==> config.mk <==
export PLATFORM = sky130hd
export DESIGN_NAME = pfc_pwm
export DESIGN_NICKNAME = d
export VERILOG_FILES = /design/src/pfc_pkg.sv /design/src/pfc_pwm.sv
export SDC_FILE = /design/constraint.sdc
export NUM_CORES = 1
export LEC_CHECK = 0
export BUFFER_PORTS_ARGS = -buffer_cell sky130_fd_sc_hd__buf_2
export CAP_MARGIN = 5
export CORE_ASPECT_RATIO = 1.1
export CORE_MARGIN = 2
export CORE_UTILIZATION = 61
export CTS_CLUSTER_SIZE = 8
export DETAILED_ROUTE_END_ITERATION = 8
export GPL_ROUTABILITY_DRIVEN = 0
export MAX_ROUTING_LAYER = met4
export PLACE_DENSITY = 0.77
export REMOVE_ABC_BUFFERS = 1
export SLEW_MARGIN = 25
export SYNTH_ARGS = -nofsm -noshare
export SYNTH_HDL_FRONTEND = slang
export SYNTH_SLANG_ARGS = --single-unit
==> constraint.sdc <==
create_clock -name core_clk -period 2.89 [get_ports core_clk]
set_input_delay 0.578 -clock core_clk [delete_from_list [all_inputs] [get_ports core_clk]]
set_output_delay 0.578 -clock core_clk [all_outputs]
set_load 0.01 [all_outputs]
==> src/pfc_pkg.sv <==
// package: constants for the dual-slope frequency-correct pwm block
package pfc_pkg;
    // ========================================
    // waveform modes
    localparam logic [3:0] PFC_MODE_CAPTOP = 4'h8;
    localparam logic [3:0] PFC_MODE_CMPTOP = 4'h9;
    // ========================================
    // output mode field values
    localparam logic [1:0] PFC_COM_OFF = 2'h0;
    localparam logic [1:0] PFC_COM_TOGGLE = 2'h1;
    localparam logic [1:0] PFC_COM_NONINV = 2'h2;
    localparam logic [1:0] PFC_COM_INV = 2'h3;
    // ========================================
    // counter constants
    localparam logic [15:0] PFC_BOTTOM = 16'h0000;
    localparam logic [15:0] PFC_MIN_TOP = 16'h0003;
    // ========================================
    // prescaler select codes and divider masks
    localparam logic [2:0] PFC_CS_STOP = 3'h0;
    localparam logic [2:0] PFC_CS_DIV1 = 3'h1;
    localparam logic [2:0] PFC_CS_DIV8 = 3'h2;
    localparam logic [2:0] PFC_CS_DIV64 = 3'h3;
    localparam logic [2:0] PFC_CS_DIV256 = 3'h4;
    localparam logic [2:0] PFC_CS_DIV1024 = 3'h5;
    localparam logic [9:0] PFC_PRE_MASK8 = 10'h007;
    localparam logic [9:0] PFC_PRE_MASK64 = 10'h03f;
    localparam logic [9:0] PFC_PRE_MASK256 = 10'h0ff;
    localparam logic [9:0] PFC_PRE_MASK1024 = 10'h3ff;
    // ========================================
    // register offsets
    localparam logic [3:0] PFC_REG_CTRL = 4'h0;
    localparam logic [3:0] PFC_REG_COUNT = 4'h1;
    localparam logic [3:0] PFC_REG_CMPA = 4'h2;
    localparam logic [3:0] PFC_REG_CMPB = 4'h3;
    localparam logic [3:0] PFC_REG_CAPTOP = 4'h4;
    localparam logic [3:0] PFC_REG_STATUS = 4'h5;
    localparam logic [3:0] PFC_REG_MASK = 4'h6;
    localparam logic [3:0] PFC_REG_PIN = 4'h7;
    // ========================================
    // control register fields
    localparam int PFC_CTRL_MODE_LSB = 0;
    localparam int PFC_CTRL_CS_LSB = 4;
    localparam int PFC_CTRL_COMA_LSB = 8;
    localparam int PFC_CTRL_COMB_LSB = 10;
    // status fields
    localparam int PFC_ST_OVF = 0;
    localparam int PFC_ST_CMPA = 1;
    localparam int PFC_ST_CMPB = 2;
    localparam int PFC_ST_CAP = 3;
    localparam int PFC_ST_W = 4;
endpackage : pfc_pkg

==> src/pfc_pwm.sv <==
// module: phase and frequency correct pwm timer with register port
// ========================================
module pfc_pwm
    import pfc_pkg::*;
#(
    parameter int CNT_W = 16
) (
    input wire logic core_clk,
    input wire logic nrst,
    input wire logic [3:0] reg_addr,
    input wire logic [15:0] reg_wdata,
    input wire logic reg_wr,
    input wire logic reg_rd,
    output logic [15:0] reg_rdata,
    output logic chan_a_wave_out,
    output logic chan_a_wave_oe,
    output logic chan_b_wave_out,
    output logic chan_b_wave_oe,
    output logic irq
);
    // ========================================
    // registers
    logic [3:0] waveform_mode_sel;
    logic [2:0] clk_sel;
    logic [1:0] chan_a_output_mode;
    logic [1:0] chan_b_output_mode;
    logic [CNT_W-1:0] count_value;
    logic count_down;
    logic [CNT_W-1:0] chan_a_compare_value;
    logic [CNT_W-1:0] chan_b_compare_value;
    logic [CNT_W-1:0] chan_a_buffer;
    logic [CNT_W-1:0] chan_b_buffer;
    logic [CNT_W-1:0] capture_top_value;
    logic [PFC_ST_W-1:0] status;
    logic [PFC_ST_W-1:0] irq_mask;
    logic [1:0] pin_direction_bit;
    logic chan_a_state;
    logic chan_b_state;
    logic [9:0] pre_cnt;
    logic timer_tick_enable;
    logic pwm_on;
    logic [CNT_W-1:0] top_value;
    logic at_top;
    logic at_bottom;
    logic match_a;
    logic match_b;
    logic match_slope;
    logic [PFC_ST_W-1:0] events;
    logic [PFC_ST_W-1:0] w1c;

    function automatic logic wr_hit(input logic [3:0] a, input logic [3:0] off);
        return a == off;
    endfunction

    // next pwm output level on a match, by field and slope
    function automatic logic pwm_next(input logic [1:0] com, input logic cur, input logic down,
                                      input logic allow_tog);
        logic r;
        r = cur;
        case (com)
            PFC_COM_NONINV: r = down;
            PFC_COM_INV: r = ~down;
            PFC_COM_TOGGLE: r = allow_tog ? ~cur : cur;
            default: r = cur;
        endcase
        return r;
    endfunction

    // ========================================
    // prescaler and tick enable
    always_ff @(posedge core_clk or negedge nrst) begin
        if (!nrst) begin
            pre_cnt <= 10'h000;
        end else if (clk_sel == PFC_CS_STOP) begin
            pre_cnt <= 10'h000;
        end else begin
            pre_cnt <= pre_cnt + 10'h001;
        end
    end

    always_comb begin
        case (clk_sel)
            PFC_CS_DIV1: timer_tick_enable = 1'b1;
            PFC_CS_DIV8: timer_tick_enable = (pre_cnt & PFC_PRE_MASK8) == PFC_PRE_MASK8;
            PFC_CS_DIV64: timer_tick_enable = (pre_cnt & PFC_PRE_MASK64) == PFC_PRE_MASK64;
            PFC_CS_DIV256: timer_tick_enable = (pre_cnt & PFC_PRE_MASK256) == PFC_PRE_MASK256;
            PFC_CS_DIV1024: timer_tick_enable = (pre_cnt & PFC_PRE_MASK1024) == PFC_PRE_MASK1024;
            default: timer_tick_enable = 1'b0;
        endcase
    end

    // ========================================
    // top select and compare decode
    assign pwm_on = (waveform_mode_sel == PFC_MODE_CAPTOP) || (waveform_mode_sel == PFC_MODE_CMPTOP);
    assign top_value = (waveform_mode_sel == PFC_MODE_CMPTOP) ? chan_a_compare_value
                                                              : capture_top_value;
    assign at_top = pwm_on && timer_tick_enable && (count_value == top_value);
    assign at_bottom = pwm_on && timer_tick_enable && (count_value == PFC_BOTTOM) && count_down;
    assign match_a = pwm_on && timer_tick_enable && (count_value == chan_a_compare_value);
    assign match_b = pwm_on && timer_tick_enable && (count_value == chan_b_compare_value);
    // slope that follows this tick: a top match leads down, a bottom match leads up
    assign match_slope = (count_value == top_value) ? 1'b1 : (count_value == PFC_BOTTOM) ? 1'b0 : count_down;

    // ========================================
    // up/down counter
    always_ff @(posedge core_clk or negedge nrst) begin
        if (!nrst) begin
            count_value <= PFC_BOTTOM;
            count_down <= 1'b0;
        end else if (reg_wr && wr_hit(reg_addr, PFC_REG_COUNT)) begin
            count_value <= reg_wdata[CNT_W-1:0];
        end else if (pwm_on && timer_tick_enable) begin
            if (!count_down) begin
                if (count_value == top_value) begin
                    count_down <= 1'b1;
                    count_value <= count_value - 16'h0001;
                end else begin
                    count_value <= count_value + 16'h0001;
                end
            end else if (count_value == PFC_BOTTOM) begin
                count_down <= 1'b0;
                count_value <= count_value + 16'h0001;
            end else begin
                count_value <= count_value - 16'h0001;
            end
        end
    end

    // ========================================
    // double-buffered compare registers
    always_ff @(posedge core_clk or negedge nrst) begin
        if (!nrst) begin
            chan_a_buffer <= 16'h0000;
            chan_b_buffer <= 16'h0000;
            chan_a_compare_value <= 16'h0000;
            chan_b_compare_value <= 16'h0000;
        end else begin
            if (reg_wr && wr_hit(reg_addr, PFC_REG_CMPA)) begin
                chan_a_buffer <= reg_wdata;
            end
            if (reg_wr && wr_hit(reg_addr, PFC_REG_CMPB)) begin
                chan_b_buffer <= reg_wdata;
            end
            if (!pwm_on) begin
                chan_a_compare_value <= chan_a_buffer;
                chan_b_compare_value <= chan_b_buffer;
            end else if (at_bottom) begin
                chan_a_compare_value <= chan_a_buffer;
                chan_b_compare_value <= chan_b_buffer;
            end
        end
    end

    // ========================================
    // control and capture top registers
    always_ff @(posedge core_clk or negedge nrst) begin
        if (!nrst) begin
            waveform_mode_sel <= 4'h0;
            clk_sel <= PFC_CS_STOP;
            chan_a_output_mode <= PFC_COM_OFF;
            chan_b_output_mode <= PFC_COM_OFF;
            capture_top_value <= 16'h0000;
            irq_mask <= '0;
            pin_direction_bit <= 2'h0;
        end else if (reg_wr) begin
            case (reg_addr)
                PFC_REG_CTRL: begin
                    waveform_mode_sel <= reg_wdata[PFC_CTRL_MODE_LSB +: 4];
                    clk_sel <= reg_wdata[PFC_CTRL_CS_LSB +: 3];
                    chan_a_output_mode <= reg_wdata[PFC_CTRL_COMA_LSB +: 2];
                    chan_b_output_mode <= reg_wdata[PFC_CTRL_COMB_LSB +: 2];
                end
                PFC_REG_CAPTOP: capture_top_value <= reg_wdata;
                PFC_REG_MASK: irq_mask <= reg_wdata[PFC_ST_W-1:0];
                PFC_REG_PIN: pin_direction_bit <= reg_wdata[1:0];
                default: ;
            endcase
        end
    end

    // ========================================
    // flags: set wins over write-one-clear
    always_comb begin
        events = '0;
        events[PFC_ST_OVF] = at_bottom;
        events[PFC_ST_CMPA] = match_a;
        events[PFC_ST_CMPB] = match_b;
        events[PFC_ST_CAP] = at_top && (waveform_mode_sel == PFC_MODE_CAPTOP);
    end
    assign w1c = (reg_wr && wr_hit(reg_addr, PFC_REG_STATUS)) ? reg_wdata[PFC_ST_W-1:0] : '0;

    always_ff @(posedge core_clk or negedge nrst) begin
        if (!nrst) begin
            status <= '0;
        end else begin
            status <= (status & ~w1c) | events;
        end
    end
    assign irq = |(status & irq_mask);

    // ========================================
    // waveform outputs
    always_ff @(posedge core_clk or negedge nrst) begin
        if (!nrst) begin
            chan_a_state <= 1'b0;
            chan_b_state <= 1'b0;
        end else begin
            if (!pwm_on || chan_a_output_mode == PFC_COM_OFF) begin
                chan_a_state <= 1'b0;
            end else if (match_a) begin
                // extremes: bottom match counts as upcount, top match as downcount
                chan_a_state <= pwm_next(chan_a_output_mode, chan_a_state, match_slope,
                                         waveform_mode_sel == PFC_MODE_CMPTOP);
            end
            if (!pwm_on || chan_b_output_mode == PFC_COM_OFF) begin
                chan_b_state <= 1'b0;
            end else if (match_b) begin
                chan_b_state <= pwm_next(chan_b_output_mode, chan_b_state, match_slope, 1'b0);
            end
        end
    end

    always_ff @(posedge core_clk or negedge nrst) begin
        if (!nrst) begin
            chan_a_wave_out <= 1'b0;
            chan_b_wave_out <= 1'b0;
        end else begin
            chan_a_wave_out <= chan_a_state;
            chan_b_wave_out <= chan_b_state;
        end
    end
    assign chan_a_wave_oe = pin_direction_bit[0];
    assign chan_b_wave_oe = pin_direction_bit[1];

    // ========================================
    // register read
    always_ff @(posedge core_clk or negedge nrst) begin
        if (!nrst) begin
            reg_rdata <= 16'h0000;
        end else if (reg_rd) begin
            case (reg_addr)
                PFC_REG_CTRL: reg_rdata <= {4'h0, chan_b_output_mode, chan_a_output_mode, 1'b0, clk_sel,
                                            waveform_mode_sel};
                PFC_REG_COUNT: reg_rdata <= count_value;
                PFC_REG_CMPA: reg_rdata <= chan_a_buffer;
                PFC_REG_CMPB: reg_rdata <= chan_b_buffer;
                PFC_REG_CAPTOP: reg_rdata <= capture_top_value;
                PFC_REG_STATUS: reg_rdata <= {12'h000, status};
                PFC_REG_MASK: reg_rdata <= {12'h000, irq_mask};
                PFC_REG_PIN: reg_rdata <= {14'h0000, pin_direction_bit};
                default: reg_rdata <= 16'h0000;
            endcase
        end else begin
            reg_rdata <= 16'h0000;
        end
    end

    // ========================================
    // checks
    AST_MODE_GATE: assert property (@(posedge core_clk) disable iff (!nrst)
        !pwm_on |=> $stable(count_value) || $past(reg_wr)) else $error("counter moved outside pwm mode");
    AST_TOP_TURN: assert property (@(posedge core_clk) disable iff (!nrst)
        (at_top && !count_down && !reg_wr) |=> count_down) else $error("no reversal at top");
    AST_TOP_HOLD: assert property (@(posedge core_clk) disable iff (!nrst)
        (pwm_on && !count_down && count_value == top_value && !timer_tick_enable && !reg_wr)
        |=> count_value == $past(count_value)) else $error("top not held until tick");
    AST_BOTTOM_RELOAD: assert property (@(posedge core_clk) disable iff (!nrst)
        at_bottom |=> status[PFC_ST_OVF] && chan_a_compare_value == $past(chan_a_buffer))
        else $error("bottom reload or overflow missing");
    AST_CMP_FLAG: assert property (@(posedge core_clk) disable iff (!nrst)
        match_b |=> status[PFC_ST_CMPB]) else $error("compare flag not set");
    AST_CAP_FLAG: assert property (@(posedge core_clk) disable iff (!nrst)
        (at_top && waveform_mode_sel == PFC_MODE_CAPTOP) |=> status[PFC_ST_CAP]) else $error("capture flag missed");
    AST_UP_CLEAR: assert property (@(posedge core_clk) disable iff (!nrst)
        (match_b && !count_down && count_value != top_value && chan_b_output_mode == PFC_COM_NONINV)
        |=> ##1 !chan_b_wave_out)
        else $error("upcount match did not clear");
    AST_TOP_HIGH: assert property (@(posedge core_clk) disable iff (!nrst)
        (match_b && count_value == top_value && chan_b_output_mode == PFC_COM_NONINV) |=> ##1 chan_b_wave_out)
        else $error("compare at top did not drive high");
    AST_PIN_DIR: assert property (@(posedge core_clk) disable iff (!nrst)
        !pin_direction_bit[0] |-> !chan_a_wave_oe) else $error("pin driven while input");
    AST_BUF_WRITE: assert property (@(posedge core_clk) disable iff (!nrst)
        (pwm_on && reg_wr && reg_addr == PFC_REG_CMPB && !at_bottom) |=> $stable(chan_b_compare_value))
        else $error("compare written directly");
endmodule : pfc_pwm

# Word level (Yosys, flattened, before mapping)

Index checks and enable logic that the tools add are counted.

Bitwise gates (word level): 7
Muxes and demuxes: 27
Reductions and logical operators: 33
Equality and inequality tests: 28
$add $sub $neg: 3

Operator list:

| kind                                                | count |
|---|---|
| two-way mux 16 bit                                  | 11 |
| one-hot mux 16 bit (8 select lines)                 | 1 |
| == test 16 bit                                      | 3 |
| adder 16 x 1 -> 16 bit (second input constant)      | 1 |
| == test 4 x 3 -> 1 bit (second input constant)      | 4 |
| logical NOT 16 bit                                  | 1 |
| subtractor 16 x 1 -> 16 bit (second input constant) | 1 |
| AND reduction 2 bit                                 | 6 |
| logical AND 1 bit                                   | 11 |
| adder 10 x 1 -> 10 bit (second input constant)      | 1 |
| == test 10 bit (second input constant)              | 1 |
| two-way mux 1 bit                                   | 10 |
| two-way mux 10 bit                                  | 1 |
| == test 3 bit (second input constant)               | 3 |
| bitwise AND 4 bit                                   | 2 |
| == test 2 bit (second input constant)               | 4 |
| == test 4 x 2 -> 1 bit (second input constant)      | 2 |
| == test 4 bit (second input constant)               | 2 |
| == test 8 bit (second input constant)               | 1 |
| == test 3 x 2 -> 1 bit (second input constant)      | 2 |
| == test 6 bit (second input constant)               | 1 |
| nonzero test 2 bit                                  | 3 |
| one-hot mux 1 bit (5 select lines)                  | 1 |
| == test 4 x 1 -> 1 bit (second input constant)      | 1 |
| other kinds (19)                                    | 24 |

Flip-flop bits (word level): 148
Word-level logic and storage cells: 118
Input port bits: 24

# Logic depth before layout (Yosys ltp)

Depth in word-level cells: 8
Depth in mapped cells: 11

# Least setup slack after synthesis

Ideal clock, no wire load.

Path kind: register to register
Start: register count_value[1]
End: register count_value[14]
Data required time: 2.808 ns
Clock period less this slack: 2.604 ns
Arrival: 2.523 ns
Cell stages (with the launch flop): 11
Path slack: 0.286 ns
Cell sequence: dfrtp_1 -> buf_4 -> xor2_1 -> nor4_2 -> o2111ai_1 -> and2_4 -> o41ai_4 -> nor4b_2 -> a21oi_1 -> or3_1 -> a31oi_1

Cells in the longest elaborated chain, start to end: 5
Elaborated cells between the ends (all ways): 9

Ends and longest elaborated chain:

| element                                              | line                           | text |
|---|---|---|
| start: declaration                                   | pfc_pwm.sv:27                  | `logic [CNT_W-1:0] count_value;` |
| start signal: assignment                             | pfc_pwm.sv:111                 | `count_value <= reg_wdata[CNT_W-1:0];` |
| start signal: assignment                             | pfc_pwm.sv:116                 | `count_value <= count_value - 16'h0001;` |
| start signal: assignment                             | pfc_pwm.sv:118                 | `count_value <= count_value + 16'h0001;` |
| adder 16 x 1 -> 16 bit, or another cell as far along | pfc_pwm.sv:118, pfc_pwm.sv:122 |  |
| two-way mux 16 bit, on equally long branches         | pfc_pwm.sv:114, pfc_pwm.sv:120 |  |
| two-way mux 16 bit (*)                               | pfc_pwm.sv:113                 | `if (!count_down) begin` |
| two-way mux 16 bit (*)                               | pfc_pwm.sv:112                 | `end else if (pwm_on && timer_tick_enable) begin` |
| two-way mux 16 bit (*)                               | pfc_pwm.sv:110                 | `end else if (reg_wr && wr_hit(reg_addr, PFC_REG_COUNT)) begin` |

Mark *: on every way between the ends. The rest lies on a longest branch, timed or not. The select of a mux whose other input is x is not followed.
A chain may end at the register's enable or synchronous reset.

# Worst setup path in the final report

Start: register waveform_mode_sel[2]
End: register count_value[11]

Cells in the longest elaborated chain, start to end: 7
Elaborated cells between the ends (all ways): 11

Ends and longest elaborated chain:

| element                  | line                         | text |
|---|---|---|
| start: declaration       | pfc_pwm.sv:23                | `logic [3:0] waveform_mode_sel;` |
| start signal: assignment | pfc_pwm.sv:168               | `waveform_mode_sel <= reg_wdata[PFC_CTRL_MODE_LSB +: 4];` |
| == test 4 bit            | pfc_pwm.sv:94, pfc_pwm.sv:95 |  |
| two-way mux 16 bit       | pfc_pwm.sv:95                | `assign top_value = (waveform_mode_sel == PFC_MODE_CMPTOP) ? chan_a_compare_value` |
| == test 16 bit           | pfc_pwm.sv:114               | `if (count_value == top_value) begin` |
| two-way mux 16 bit       | pfc_pwm.sv:114               |  |
| two-way mux 16 bit       | pfc_pwm.sv:113               |  |
| two-way mux 16 bit       | pfc_pwm.sv:112               |  |
| two-way mux 16 bit       | pfc_pwm.sv:110               |  |

Parallel ways exist; a longest one is shown, timed or not. The select of a mux whose other input is x is not followed.

==> qor.yml <==
status: "finished with violations"
violations: "setup timing"
ctsHoldBuffers: 0
power_mw: 7.56
cp.required_ns: 3.17
portBuffers: 44
reg2regPathDepth: 10
grt_max_degree: 59
numCtsBuffers: 17
fin_crit_ns: 2.90
synth_edf_count: 0
async_flop_share_pct: 100
fin_skew_ns: 0.0133
r2r-end: "count_value[11]$_DFFE_PN0P_"
critPathMostFrequentCell: "mux2i_1"
n_antenna_cell: 0
netlist_instances: 699
die-area_mm2: 0.0134
fin_crit_sh_pct: 100
yosysSeqAreaShare_pct: 48.4
slew_viol_final: 0
hold_violations: 0
cp-endpoint: "count_value[11]$_DFFE_PN0P_"
cts_tree: "done"
initial_core_util_pct: 63.0
fp.dieH_um: 121
path_delay_family: "compound AO/OA/AOI/OAI gates"
synth-seq-cells: 148
timing.hold.ws_ns: 0.106
post-route-util_pct: 74.2
syn_area_mm2: 0.00765
path_max_fanout: 10
clockBufferDepth: 2
rsz0062_at_grt: "true"
leakage_nw: 3.95
cell_internal_pwr_mw: 5.01
wl_per_cell_um: 22.2
end_kind: "flop"
clock-sinks: 148
fillers: 805
max_freq_ghz: 0.345
grt_pass1_wl_um: 32900
maxSlewHeadroom_pct: 39.2
clkTransAtPathRegs_ns: 0.07
ys_warn_count: 0
multiInputGateArea_mm2: 0.00380
swShare_pct: 33.8
avgSynthCellArea_um2: 10.9
post_dp_cell_area_mm2: 0.00821
wl_um: 20900
htree_levels: 4
pwr-share-comb_pct: 28.6
ant_nets: 0
final_area_mm2: 0.00901
cp_num_cells: 10
die_w_um: 111
core_mm2: 0.0121
synthFlopType: "dfrtp_1"
ir_worst_vdd_uv: 745
vias: 6108
r2r_setup_slack_ns: -0.01
cap_violations: 0
drtIter0Drc: 822
setup-violations-final: 1
critical_path_arrival_ns: 3.18
overflow: 0
routed_via_density: 6.51
cts_root_buf: "clkbuf_16"
path_cells: "and4bb_4, mux2i_1, a32oi_1, nand4_1, o41ai_4, buf_12, mux2i_1, nand2_1, xnor2_1, a21oi_1"
num_rows: 42
dr.pass1.iters: 5
place_hpwl_um: 14400
p_clk_share_pct: 30.0
drive_gt1_share_pct: 32.5
worst_slack_ns: -0.0122
seqPwrFrac_pct: 41.3
route.detailed.drc: 0
timing.rr.start: "waveform_mode_sel[2]$_DFFE_PN0P_"
setup.worst_path.start: "waveform_mode_sel[2]$_DFFE_PN0P_"
crit_buf_inv: 1
syn_to_final_growth_pct: 17.8
grt.total_usage_pct: 32.8
cpMaxStageDelayCell: "o41ai_4"
start_kind: "flop"
critPathKind: "reg -> reg"
p_per_area_mw_per_mm2: 839
antenna_found_initial: 0
regArea_mm2: 0.00371
finalNetCount: 799
ioPinCount: 45
grt_pass1_vias: 6208
worst_pin_slew_ns: 0.912
ys_types: 58
hp-class: "in -> async"
switching_power_mw: 2.55
clock_latency_ns: 0.44
critPathMaxStageDelay_ns: 0.52
## kinds of logic (layout without fill, tap and decap cells)
kind of cell | count (synthesis) | after routing | share of synthesized area [%]
xor gates and xnor gates | 61 | 61 | 6.99
buffers and inverters | 55 | 139 | 3.37
and+or+nand+nor | 209 | 210 | 13.8
DFF | 148 | 148 | 48.4
AOI/OAI and AO/OA | 109 | 109 | 10.2
muxes | 113 | 113 | 16.6
adders and majority gates | 4 | 4 | 0.655
## what timing repair did
item,4_1_cts,5_1_grt
pin swaps,1,10
setup buffers,0,9
resized for setup,2,24
endpoints found under the setup margin,12,15
cloned,0,1
## cells in the mapped netlist (4+ instances only)
cell type  instances  share of area (%)
nand2_1           62                3.0
nand2b_1           4               0.33
buf_6              4               0.59
nor2b_1            9               0.74
xor2_1            47                5.4
nand4_1            6               0.49
xnor2_1           14                1.6
or3_1              5               0.41
nand3b_1           4               0.39
nand3_1           23                1.5
clkbuf_1          27                1.3
mux2_2            98                 14
a31oi_1           10               0.82
a21o_1             4               0.39
nor2_1            47                2.3
nor3_1             8               0.52
buf_2              8               0.52
and3_1            11               0.90
inv_1             11               0.54
mux2i_1           14                1.8
a222oi_1           7               0.92
o21ai_0           21                1.4
dfrtp_1          148                 48
and2_1             5               0.41
a21oi_1           23                1.5
a22oi_1           16                1.6
nor4_1            13                1.1
ha_1               4               0.65
## sequential cells by signal, indices dropped and copies added, names as in the netlist, 10 cells and up
register and count:
capture_top_value 16, chan_a_buffer 16, chan_a_compare_value 16, chan_b_buffer 16, chan_b_compare_value 16, count_value 16
pre_cnt 10, reg_rdata 16
## metal layers
| metal | track usage, % | vias to the layer above | share of wire, % |
|---|---|---|---|
| li1 | - | 2660 | - |
| met1 | 41.1 | 3032 | 40 |
| met2 | 52.4 | 327 | 48 |
| met3 | 6.94 | 89 | 8.5 |
| met4 | 13.7 | 0 | 3.8 |
| met5 | - | - | 0 |
## how the worst min path moves through the flow
stage	from	to	depth (start not counted)
floorplan	nrst	capture_top_value[0]$_DFFE_PN0P_	0
global placement	chan_b_state$_DFFE_PN0P_	chan_b_wave_out$_DFF_PN0_	0
detailed placement	chan_b_state$_DFFE_PN0P_	chan_b_wave_out$_DFF_PN0_	0
CTS	nrst	capture_top_value[15]$_DFFE_PN0P_	1
global route	nrst	reg_rdata[6]$_DFF_PN0_	1
finish	nrst	reg_rdata[6]$_DFF_PN0_	1
## per-stage QoR
stage | setup TNS, ns | std cells | worst slack [ns]
finish | -0.0122 | 938 | -0.0122
global route | -0.111 | 938 | -0.0416
CTS | -0.0682 | 928 | -0.0401
detailed placement | -0.520 | 896 | -0.144
global placement | -0.0550 | 896 | -0.0438
floorplan | -19.09 | 655 | -0.594
## cells in the final DEF, fill, tap and decap left out, types with 3 or more instances in the layout
cell type   count
a2111o_1        3
a21o_1          4
a21oi_1        21
a222oi_1        7
a22o_1          3
a22oi_1        16
a31oi_1        10
and2_1          5
and3_1         11
buf_12          3
buf_2          43
buf_4          49
bufinv_16       3
clkbuf_16      17
clkinv_2        3
clkinvlp_4      3
dfrtp_1       140
dfrtp_2         8
ha_1            4
inv_1          11
mux2_2         98
mux2i_1        14
nand2_1        62
nand2b_1        4
nand3_1        22
nand3b_1        4
nand4_1         6
nor2_1         46
nor2b_1         9
nor3_1          6
nor4_1         12
nor4_2          4
o21ai_0        20
or3_1           4
xnor2_1        14
xor2_1         47
## cell type report
class	instances	area share [%]
clock buffers	20	5.07
clock inverters	12	1.71
inverters	11	0.458
multi-input cells	497	42.1
flip-flops and latches	148	41.2
well taps	154	2.14
repair buffers	96	7.26
## power by group through the flow
stage / logic (mW) / clock network [mW] / registers [mW]
floorplan: 1.22 / 0 / 3.04
global placement: 1.91 / 0 / 3.10
detailed placement: 1.97 / 0 / 3.13
CTS: 2.00 / 2.29 / 3.10
global route: 2.31 / 2.38 / 3.18
finish: 2.16 / 2.27 / 3.12
(Power assumes the default switching activity.)
